===== config.mk =====
export PLATFORM = sky130hd
export DESIGN_NAME = line_status_regs
export DESIGN_NICKNAME = d
export VERILOG_FILES = /design/src/logic/line_status_pkg.sv /design/src/logic/tx_clock_loss_detector.sv /design/src/logic/line_status_regs.sv
export SDC_FILE = /design/constraint.sdc
export NUM_CORES = 1
export LEC_CHECK = 0
export ABC_AREA = 1
export BUFFER_PORTS_ARGS = -buffer_cell sky130_fd_sc_hd__buf_2
export CORE_MARGIN = 1.5
export CORE_UTILIZATION = 56
export CTS_CLUSTER_SIZE = 28
export DETAILED_ROUTE_END_ITERATION = 10
export GPL_TIMING_DRIVEN = 0
export PLACE_DENSITY = 0.79
export RECOVER_POWER = 25
export SETUP_SLACK_MARGIN = 0.15
export SYNTH_ARGS = -nofsm -noshare
export SYNTH_HDL_FRONTEND = slang
export SYNTH_SLANG_ARGS = --single-unit

===== constraint.sdc =====
create_clock -name CLOCK_I -period 2.75 [get_ports CLOCK_I]
set_clock_uncertainty 0.15 [all_clocks]
set_input_delay 0.55 -clock CLOCK_I [delete_from_list [all_inputs] [get_ports CLOCK_I]]
set_output_delay 0.55 -clock CLOCK_I [all_outputs]
set_load 0.05 [all_outputs]

===== src/logic/line_status_pkg.sv =====
/*
 * Shared constants and carrier types for the line status, interrupt
 * latch and error counter register block.
 * Assumes a single master clock domain and byte-wide register reads.
 */
package line_status_pkg;

    // register map on the control port
    localparam logic [7:0] LINE_STATUS_ADDR     = 8'h17;
    localparam logic [7:0] LOOPBACK_STATUS_ADDR = 8'h18;
    localparam logic [7:0] LINE_EVENT_ADDR      = 8'h19;
    localparam logic [7:0] ERROR_EVENT_ADDR     = 8'h1a;
    localparam logic [7:0] ERROR_COUNT_LOW_ADDR = 8'h1b;
    localparam logic [7:0] ERROR_COUNT_HIGH_ADDR = 8'h1c;

    // widths
    localparam int LINE_FLAG_COUNT  = 5;
    localparam int ERROR_EVENT_COUNT = 8;
    localparam int ERROR_COUNT_WIDTH = 16;
    localparam int BYTE_WIDTH        = 8;

    // field positions, line status and line event registers
    localparam int PATTERN_SYNC_BIT     = 4;
    localparam int TX_CLOCK_LOSS_BIT    = 3;
    localparam int DRIVER_FAULT_BIT     = 2;
    localparam int ALARM_INDICATION_BIT = 1;
    localparam int SIGNAL_LOSS_BIT      = 0;

    // field position, loopback status register
    localparam int REMOTE_LOOPBACK_BIT = 5;

    // field positions, error event register
    localparam int PULSE_AMPLITUDE_OVERFLOW_BIT = 7;
    localparam int JITTER_BUFFER_OVERFLOW_BIT   = 6;
    localparam int JITTER_BUFFER_UNDERFLOW_BIT  = 5;
    localparam int PATTERN_BIT_ERROR_BIT        = 4;
    localparam int EXCESS_ZEROS_BIT             = 3;
    localparam int CODE_VIOLATION_BIT           = 2;
    localparam int SECOND_TIMER_EXPIRY_BIT      = 1;
    localparam int COUNTER_OVERFLOW_BIT         = 0;

    // error source select codes
    localparam logic [1:0] SOURCE_PATTERN_ERROR = 2'h0;
    localparam logic [1:0] SOURCE_EXCESS_ZEROS  = 2'h1;
    localparam logic [1:0] SOURCE_CODE_VIOLATION = 2'h2;
    localparam logic [1:0] SOURCE_VIOLATION_AND_ZEROS = 2'h3;

    // transmit clock loss threshold, in master clock cycles
    localparam int TX_CLOCK_LOSS_CYCLES = 70;

    // reset values
    localparam logic [7:0]  BYTE_RESET  = 8'h00;
    localparam logic [15:0] COUNT_RESET = 16'h0000;

    // live flags from the line detectors, all on the master clock
    typedef struct packed {
        logic pattern_sync_flag;
        logic driver_fault_flag;
        logic alarm_indication_flag;
        logic signal_loss_flag;
    } detector_flags_type;

    // one-cycle event pulses from the datapath, all on the master clock
    typedef struct packed {
        logic pulse_amplitude_overflow_event;
        logic jitter_buffer_overflow_event;
        logic jitter_buffer_underflow_event;
        logic pattern_bit_error_event;
        logic excess_zeros_event;
        logic code_violation_event;
        logic second_timer_expiry_event;
    } error_pulses_type;

endpackage : line_status_pkg


===== src/logic/tx_clock_loss_detector.sv =====
/*
 * Transmit clock loss detector: flags the transmit clock pin as lost
 * when it has not toggled for more than a set number of master clocks.
 * Assumes the transmit clock arrives asynchronously on a pin.
 */
`timescale 1ns/100ps

module tx_clock_loss_detector
    import line_status_pkg::*;
#(
    parameter int LOSS_CYCLES = TX_CLOCK_LOSS_CYCLES
)
(
    input  wire logic clock_i,
    input  wire logic srst_i,
    input  wire logic transmit_clock_i,
    output logic      tx_clock_loss_flag_o
);

    localparam int CW = $clog2(LOSS_CYCLES + 2);
    localparam logic [CW-1:0] LIMIT = CW'(LOSS_CYCLES);

    typedef struct packed {
        logic          sync_first;
        logic          sync_second;
        logic          last_level;
        logic [CW-1:0] idle_count;
        logic          loss;
    } detector_state_type;

    detector_state_type state_q;
    detector_state_type state_d;

    always_comb
    begin
        state_d             = state_q;
        state_d.sync_first  = transmit_clock_i;
        state_d.sync_second = state_q.sync_first;
        state_d.last_level  = state_q.sync_second;
        if (state_q.sync_second != state_q.last_level)
        begin
            state_d.idle_count = '0;
        end
        else if (state_q.idle_count <= LIMIT)
        begin
            // saturates one past the limit so the flag holds
            state_d.idle_count = state_q.idle_count + CW'(1);
        end
        state_d.loss = (state_d.idle_count > LIMIT);
    end

    always_ff @(posedge clock_i)
    begin
        if (srst_i)
        begin
            state_q <= '0;
        end
        else
        begin
            state_q <= state_d;
        end
    end

    assign tx_clock_loss_flag_o = state_q.loss;

endmodule : tx_clock_loss_detector


===== src/logic/line_status_regs.sv =====
/*
 * Line status, interrupt latch and error counter registers of a single
 * channel line interface, read by the host over the control port.
 * Assumes detector flags and event pulses arrive on the master clock;
 * mask, edge-select, source-select and transfer bits come from the
 * neighbouring control registers as plain levels.
 */
`timescale 1ns/100ps

////////////////////////////////////////////////////////////////////////////////

// Functional notes
// pattern-sync flag at bit 4 of line status follows detection live
// tx clock loss flag at bit 3 after over 70 idle cycles
// driver fault flag at bit 2 while driver short is detected
// alarm indication flag at bit 1 while all-ones alarm is detected
// signal loss flag at bit 0 while receive line signal is lost
// a set mask bit suppresses that flag's interrupt event
// edge select zero: event only on rising flag
// edge select one: event on any flag change
// remote loopback active shown at bit 5 of loopback status
// reading an event register returns it, clears it, drops request
// line event latch bits mirror the line status flag positions
// error event bit 7 latches pulse amplitude overflow
// bit 6 latches jitter buffer overflow, bit 5 underflow
// bit 4 latches pattern checker bit error
// bit 3 latches excess zeros on the received line
// bit 2 latches received code violation
// bit 1 latches each one-second timer expiry
// bit 0 latches error counter overflow
// low byte of held count readable, resets to zero
// high byte of held count readable, resets to zero
// rising transfer bit copies running count out and restarts it
// two-bit source select chooses which errors are counted
// interrupt request high while any latched event bit is set
// writes are ignored, reserved bits read as zero
module line_status_regs
    import line_status_pkg::*;
#(
    parameter int LOSS_CYCLES = TX_CLOCK_LOSS_CYCLES
)
(
    input  wire logic                         CLOCK_I,
    input  wire logic                         SRST_I,
    input  wire logic                         TRANSMIT_CLOCK_I,
    input  wire detector_flags_type           DETECTOR_FLAGS_I,
    input  wire logic                         REMOTE_LOOPBACK_FLAG_I,
    input  wire error_pulses_type             ERROR_PULSES_I,
    input  wire logic [LINE_FLAG_COUNT-1:0]   LINE_MASK_I,
    input  wire logic [LINE_FLAG_COUNT-1:0]   LINE_EDGE_SELECT_I,
    input  wire logic [ERROR_EVENT_COUNT-1:0] ERROR_MASK_I,
    input  wire logic [1:0]                   ERROR_SOURCE_SELECT_I,
    input  wire logic                         COUNT_TRANSFER_TRIGGER_I,
    input  wire logic                         COUNT_AUTO_MODE_I,
    input  wire logic [BYTE_WIDTH-1:0]        REG_ADDR_I,
    input  wire logic                         REG_READ_I,
    output logic      [BYTE_WIDTH-1:0]        REG_RDATA_O,
    output logic                              REG_RVALID_O,
    output logic                              IRQ_O
);

    ////////////////////////////////////////////////////////////////////////////

    typedef struct packed {
        logic [LINE_FLAG_COUNT-1:0]   line_flags;
        logic                         loopback_flag;
        logic [LINE_FLAG_COUNT-1:0]   line_latch;
        logic [ERROR_EVENT_COUNT-1:0] error_latch;
        logic [ERROR_COUNT_WIDTH-1:0] running_count;
        logic [ERROR_COUNT_WIDTH-1:0] held_count;
        logic                         transfer_last;
        logic [BYTE_WIDTH-1:0]        read_data;
        logic                         read_valid;
        logic                         irq;
    } regs_state_type;

    regs_state_type state_q;
    regs_state_type state_d;

    logic tx_clock_loss_flag;

    ////////////////////////////////////////////////////////////////////////////

    tx_clock_loss_detector #(
        .LOSS_CYCLES (LOSS_CYCLES)
    ) clock_watch (
        .clock_i              (CLOCK_I),
        .srst_i               (SRST_I),
        .transmit_clock_i     (TRANSMIT_CLOCK_I),
        .tx_clock_loss_flag_o (tx_clock_loss_flag)
    );

    ////////////////////////////////////////////////////////////////////////////

    logic [LINE_FLAG_COUNT-1:0]   live_flags;
    logic [LINE_FLAG_COUNT-1:0]   flag_rise;
    logic [LINE_FLAG_COUNT-1:0]   flag_change;
    logic [LINE_FLAG_COUNT-1:0]   line_events;
    logic [ERROR_EVENT_COUNT-1:0] error_events;
    logic [1:0]                   count_step;
    logic [ERROR_COUNT_WIDTH:0]   count_sum;
    logic                         count_overflow;
    logic                         transfer_now;
    logic                         read_line_latch;
    logic                         read_error_latch;

    always_comb
    begin
        live_flags = '0;
        live_flags[PATTERN_SYNC_BIT]     = DETECTOR_FLAGS_I.pattern_sync_flag;
        live_flags[TX_CLOCK_LOSS_BIT]    = tx_clock_loss_flag;
        live_flags[DRIVER_FAULT_BIT]     = DETECTOR_FLAGS_I.driver_fault_flag;
        live_flags[ALARM_INDICATION_BIT] = DETECTOR_FLAGS_I.alarm_indication_flag;
        live_flags[SIGNAL_LOSS_BIT]      = DETECTOR_FLAGS_I.signal_loss_flag;
    end

    // events compare against the registered copy the host sees
    assign flag_rise   = live_flags & ~state_q.line_flags;
    assign flag_change = live_flags ^ state_q.line_flags;
    assign line_events = ~LINE_MASK_I
                       & ((LINE_EDGE_SELECT_I & flag_change)
                       | (~LINE_EDGE_SELECT_I & flag_rise));

    ////////////////////////////////////////////////////////////////////////////

    // error counter source selection; only the combined violation-and-zeros select may add two at once
    always_comb
    begin
        count_step = 2'h0;
        unique case (ERROR_SOURCE_SELECT_I)
            SOURCE_PATTERN_ERROR:
            begin
                count_step = {1'b0, ERROR_PULSES_I.pattern_bit_error_event};
            end
            SOURCE_EXCESS_ZEROS:
            begin
                count_step = {1'b0, ERROR_PULSES_I.excess_zeros_event};
            end
            SOURCE_CODE_VIOLATION:
            begin
                count_step = {1'b0, ERROR_PULSES_I.code_violation_event};
            end
            SOURCE_VIOLATION_AND_ZEROS:
            begin
                count_step = 2'({1'b0, ERROR_PULSES_I.code_violation_event})
                           + 2'({1'b0, ERROR_PULSES_I.excess_zeros_event});
            end
        endcase
    end

    assign count_sum      = {1'b0, state_q.running_count}
                          + (ERROR_COUNT_WIDTH+1)'(count_step);
    assign count_overflow = count_sum[ERROR_COUNT_WIDTH];

    // manual transfer on a rising control bit, or each second in auto mode
    assign transfer_now = (COUNT_TRANSFER_TRIGGER_I & ~state_q.transfer_last)
                        | (COUNT_AUTO_MODE_I & ERROR_PULSES_I.second_timer_expiry_event);

    always_comb
    begin
        error_events = '0;
        error_events[PULSE_AMPLITUDE_OVERFLOW_BIT] =
            ERROR_PULSES_I.pulse_amplitude_overflow_event;
        error_events[JITTER_BUFFER_OVERFLOW_BIT] =
            ERROR_PULSES_I.jitter_buffer_overflow_event;
        error_events[JITTER_BUFFER_UNDERFLOW_BIT] =
            ERROR_PULSES_I.jitter_buffer_underflow_event;
        error_events[PATTERN_BIT_ERROR_BIT] =
            ERROR_PULSES_I.pattern_bit_error_event;
        error_events[EXCESS_ZEROS_BIT] =
            ERROR_PULSES_I.excess_zeros_event;
        error_events[CODE_VIOLATION_BIT] =
            ERROR_PULSES_I.code_violation_event;
        error_events[SECOND_TIMER_EXPIRY_BIT] =
            ERROR_PULSES_I.second_timer_expiry_event;
        error_events[COUNTER_OVERFLOW_BIT] = count_overflow & ~transfer_now;
        error_events = error_events & ~ERROR_MASK_I;
    end

    ////////////////////////////////////////////////////////////////////////////

    assign read_line_latch  = REG_READ_I & (REG_ADDR_I == LINE_EVENT_ADDR);
    assign read_error_latch = REG_READ_I & (REG_ADDR_I == ERROR_EVENT_ADDR);

    always_comb
    begin
        state_d               = state_q;
        state_d.line_flags    = live_flags;
        state_d.loopback_flag = REMOTE_LOOPBACK_FLAG_I;
        state_d.transfer_last = COUNT_TRANSFER_TRIGGER_I;

        // an event landing in the clearing read cycle survives it
        state_d.line_latch  = (read_line_latch ? '0 : state_q.line_latch)
                            | line_events;
        state_d.error_latch = (read_error_latch ? '0 : state_q.error_latch)
                            | error_events;

        if (transfer_now)
        begin
            // pulses of the transfer cycle open the next count period
            state_d.held_count    = state_q.running_count;
            state_d.running_count = ERROR_COUNT_WIDTH'(count_step);
        end
        else
        begin
            // wraps through zero after the overflow event
            state_d.running_count = count_sum[ERROR_COUNT_WIDTH-1:0];
        end

        // reads return the value before any clear; writes have no path in
        state_d.read_valid = REG_READ_I;
        state_d.read_data  = BYTE_RESET;
        if (REG_READ_I)
        begin
            unique case (REG_ADDR_I)
                LINE_STATUS_ADDR:
                begin
                    state_d.read_data = BYTE_WIDTH'(state_q.line_flags);
                end
                LOOPBACK_STATUS_ADDR:
                begin
                    state_d.read_data[REMOTE_LOOPBACK_BIT] = state_q.loopback_flag;
                end
                LINE_EVENT_ADDR:
                begin
                    state_d.read_data = BYTE_WIDTH'(state_q.line_latch);
                end
                ERROR_EVENT_ADDR:
                begin
                    state_d.read_data = state_q.error_latch;
                end
                ERROR_COUNT_LOW_ADDR:
                begin
                    state_d.read_data = state_q.held_count[BYTE_WIDTH-1:0];
                end
                ERROR_COUNT_HIGH_ADDR:
                begin
                    state_d.read_data =
                        state_q.held_count[ERROR_COUNT_WIDTH-1:BYTE_WIDTH];
                end
                default:
                begin
                    state_d.read_data = BYTE_RESET;
                end
            endcase
        end

        state_d.irq = (|state_d.line_latch) | (|state_d.error_latch);
    end

    ////////////////////////////////////////////////////////////////////////////

    always_ff @(posedge CLOCK_I)
    begin
        if (SRST_I)
        begin
            state_q               <= '0;
            state_q.held_count    <= COUNT_RESET;
            state_q.running_count <= COUNT_RESET;
            state_q.read_data     <= BYTE_RESET;
        end
        else
        begin
            state_q <= state_d;
        end
    end

    assign REG_RDATA_O  = state_q.read_data;
    assign REG_RVALID_O = state_q.read_valid;
    assign IRQ_O        = state_q.irq;

endmodule : line_status_regs


==> impl_results.md <==
* DRC Markers at 0
* Crit Path Class: in -> reg
* R2R setup slack at approximately 800 ps
* ANT nets after route at 0
* Total core area at 6030 µm²
* Fill count at ~530
* Crit path max-delay family: simple AND/OR/NAND/NOR gates
* N_diodes at 0
* Die height at a little over 80 µm
* Ratio of cells with drive above 1 in the final layout at 19.6%
* Die Footprint at slightly below 7000 µm²
* Outcome: finished clean
* DP Wirelength at approximately 6000 µm
* R2R depth at 12
* Ys flop type: dfxtp_1
* Total clock sinks at between 70 and 80
* Vias in the first global route at ~3,200
* Number of stages on the worst setup path at 17
* Pre-antenna DRT Iters at 5
* FF/Latch Area at 1460 µm²
* Area occupied by multi-input gates at around 1700 µm²
* CTS buffer count at 9
* CTS root buf: clkbuf_8
* Avg Vias per Cell at 5.17
* #FFs+latches synth at 73
* Fin. max-slew vios at 0
* Fin crit period at approximately 2500 ps
* Commonest non-fill, non-tap cells in the layout: nand2_1, dfxtp_1, inv_1
* Initial core utilization at 58.9%
* Seq/Total Area, Yosys at 41.2%
* R2R Path Start: state_q[27]
* Most common cell after layout, fill and taps aside: nand2_1
* Gr ovfl total at 0
* Max-cap violation count at 0
* Post-Syn Area at 3550 µm²
* Finish-stage setup viols at 0
* Initial detailed-routing violation count at 170
* Worst-path fanout max at 4
* First-pass GRT wire length at 13,200 µm
* Final RePlAce weighted congestion at approximately 0.85
* Post-CTS Hold Fix Bufs at 0
* Element type at the critical path start: input port
* Row count at 28
* Fin Setup TNS at 0 ps
* P&R area growth vs syn at 16.0%
* Crit-path max cell delay at 280 ps
* CP Capture Point: IRQ_O
* Maximum vdd drop at just over 0.0003 V
* Crit path from: ERROR_PULSES_I[1]
* Worst-path clk slew at around 70 ps
* Worst Hold Class: in -> reg
* Fin nets at 617
* Initial antenna violation count at 0
* Most used cell, CP: nand2_1
* Post-synth net total at 552
* Req. time, crit path at around 2900 ps
* Period utilization at between 80% and 90%
* Reg2reg end: IRQ_O
* Fmax at 408 MHz
* Power density over the cells at approximately 530 nW/µm²
* Asr flop ratio synth at 0%
* Leak Pwr at between 1.5 and 2 nW
* Average size of a mapped cell at just over 7 µm²
* DIE WIDTH at 82.6 µm
* Arr. time, crit path at 2580 ps
* Synth cell types at 38
* Post-synth EDFFs at 0
* H-tree levels at 3
* Slowest-stage cell, CP: ha_1
* WL final at 8000 µm
* Final non-filler cell total at 640
* Slew headroom at a little over half
* Longest Clk Path Bufs at 2
* GRT Util Overall at between 20% and 30%
* Largest net degree at the start of global routing at 12
* Crit end category: register
* RSZ-0062 raised after global routing: no
* Ys Warns at 0
* Routed wire length per instance at ~13 µm
* Buf+Inv Stages, Crit Path at 3
* Hold Vio Cnt, Final at 0
* Crit path cell chain: buf_2 -> ha_1 -> nand3_1 -> a32o_2 -> inv_1 -> ha_1 -> fa_2 -> nand2_1 -> inv_1 -> nand2_2 -> nor2_2 -> nand2_2 -> nand2_1 -> nor2_2 -> nand2_1 -> nor2_1 -> a21oi_1
* Dpl cells at about 620
* Synth Instances at slightly below 500
* TritonCTS clock tree: built
* PortBufs at 54
* IO Count at 56
* Vias at between 3,000 and 4,000
* Worst-Margin Slew at 689 ps
* Clk_lat worst skew at roughly 350 ps
-- where the power goes --
group          leakage, nW  switching (mW)  internal (mW)
Combinational         1.26           0.118         0.0741
Sequential           0.594          0.0182           1.09
Clock                0.107           0.387          0.493
-- how the worst min path moves through the flow --
stage / start / endpoint / slack [ps] / cells past startpoint
5_1_grt: REMOTE_LOOPBACK_FLAG_I / state_q[56] / 250 / 3
4_1_cts: REMOTE_LOOPBACK_FLAG_I / state_q[56] / 250 / 3
2_1_floorplan: clock_watch.state_d[9] / clock_watch.state_d[8] / 240 / 2
3_3_place_gp: clock_watch.state_d[9] / clock_watch.state_d[8] / 250 / 2
3_5_place_dp: clock_watch.state_d[9] / clock_watch.state_d[8] / 250 / 2
6_report: REMOTE_LOOPBACK_FLAG_I / state_q[56] / 250 / 3
-- synth_stat cells (2+ instances only) --
master | n | share of area, %
buf_2 | 4 | 0.56
nand3_2 | 2 | 0.56
nor2_2 | 4 | 0.71
nand4_1 | 4 | 0.71
o21ai_1 | 4 | 0.56
inv_1 | 71 | 7.5
xor2_1 | 5 | 1.2
o22ai_1 | 9 | 1.6
o21ai_0 | 20 | 2.8
clkbuf_1 | 4 | 0.42
dfxtp_1 | 73 | 41
nand2_1 | 129 | 14
buf_4 | 8 | 1.7
a31oi_1 | 2 | 0.35
a21oi_1 | 35 | 4.9
inv_2 | 6 | 0.63
nand3_1 | 27 | 3.8
a211oi_1 | 2 | 0.42
nor2_1 | 49 | 5.2
ha_1 | 10 | 3.5
nor3_1 | 2 | 0.28
nand2_2 | 5 | 0.88
nand2_4 | 5 | 1.6
-- final cells by class --
| class | count | area share (%) |
|---|---|---|
| multi-input cells | 328 | 41.1 |
| clock inverters | 2 | 0.852 |
| clock buffers | 14 | 4.20 |
| well taps | 75 | 2.28 |
| repair buffers | 54 | 6.54 |
| plain buffers | 16 | 2.31 |
| flip-flops and latches | 73 | 35.5 |
| inverters | 78 | 7.18 |
-- logic make-up after synthesis --
| kind of cell | after synthesis | share of synthesized area (%) |
|---|---|---|
| buffers and inverters | 94 | 11.0 |
| xor gates and xnor gates | 6 | 1.48 |
| AOI/OAI and AO/OA | 76 | 12.1 |
| DFF | 73 | 41.2 |
| and+or+nand+nor | 235 | 30.2 |
| adders and majority gates | 11 | 4.09 |
-- metal layers --
layer  global-route usage [%]  share of wire [%]  vias up
met5                        0                  0        -
met4                     10.7                2.2        0
met3                     5.38                5.8       16
met2                     45.4                 49       94
met1                     30.0                 43     1507
li1                         -                  -     1691
-- flip-flops by register name (all words and copies together), names as in the netlist --
signal and count:
state_q 52, REG_RDATA_O 8, clock_watch.state_q 8, clock_watch.state_d 2, IRQ_O 1, REG_RVALID_O 1
clock_watch.tx_clock_loss_flag_o 1
-- stage by stage --
stage	hold slack [ps]	power, mW	instance area [µm²]	setup slack, ps	util, %
finish	253	2.18	4110	296	68.3
global route	249	2.28	4110	161	68.3
CTS	251	2.18	4120	194	68.4
detailed placement	251	1.32	3910	-169	64.9
global placement	252	1.31	3910	-106	64.9
floorplan	238	1.25	3550	235	-
-- tightest hold or removal path, cell delays in order --
cell and delay (ps):
buf_2 90, inv_1 40, nor2_1 30
-- timing repair --
item / in CTS / in global routing
buffers inserted: 0 / 0
endpoints found under the setup margin: 0 / 1
resized for setup: 0 / 5
Note: power is estimated with default switching activity, not from simulation.
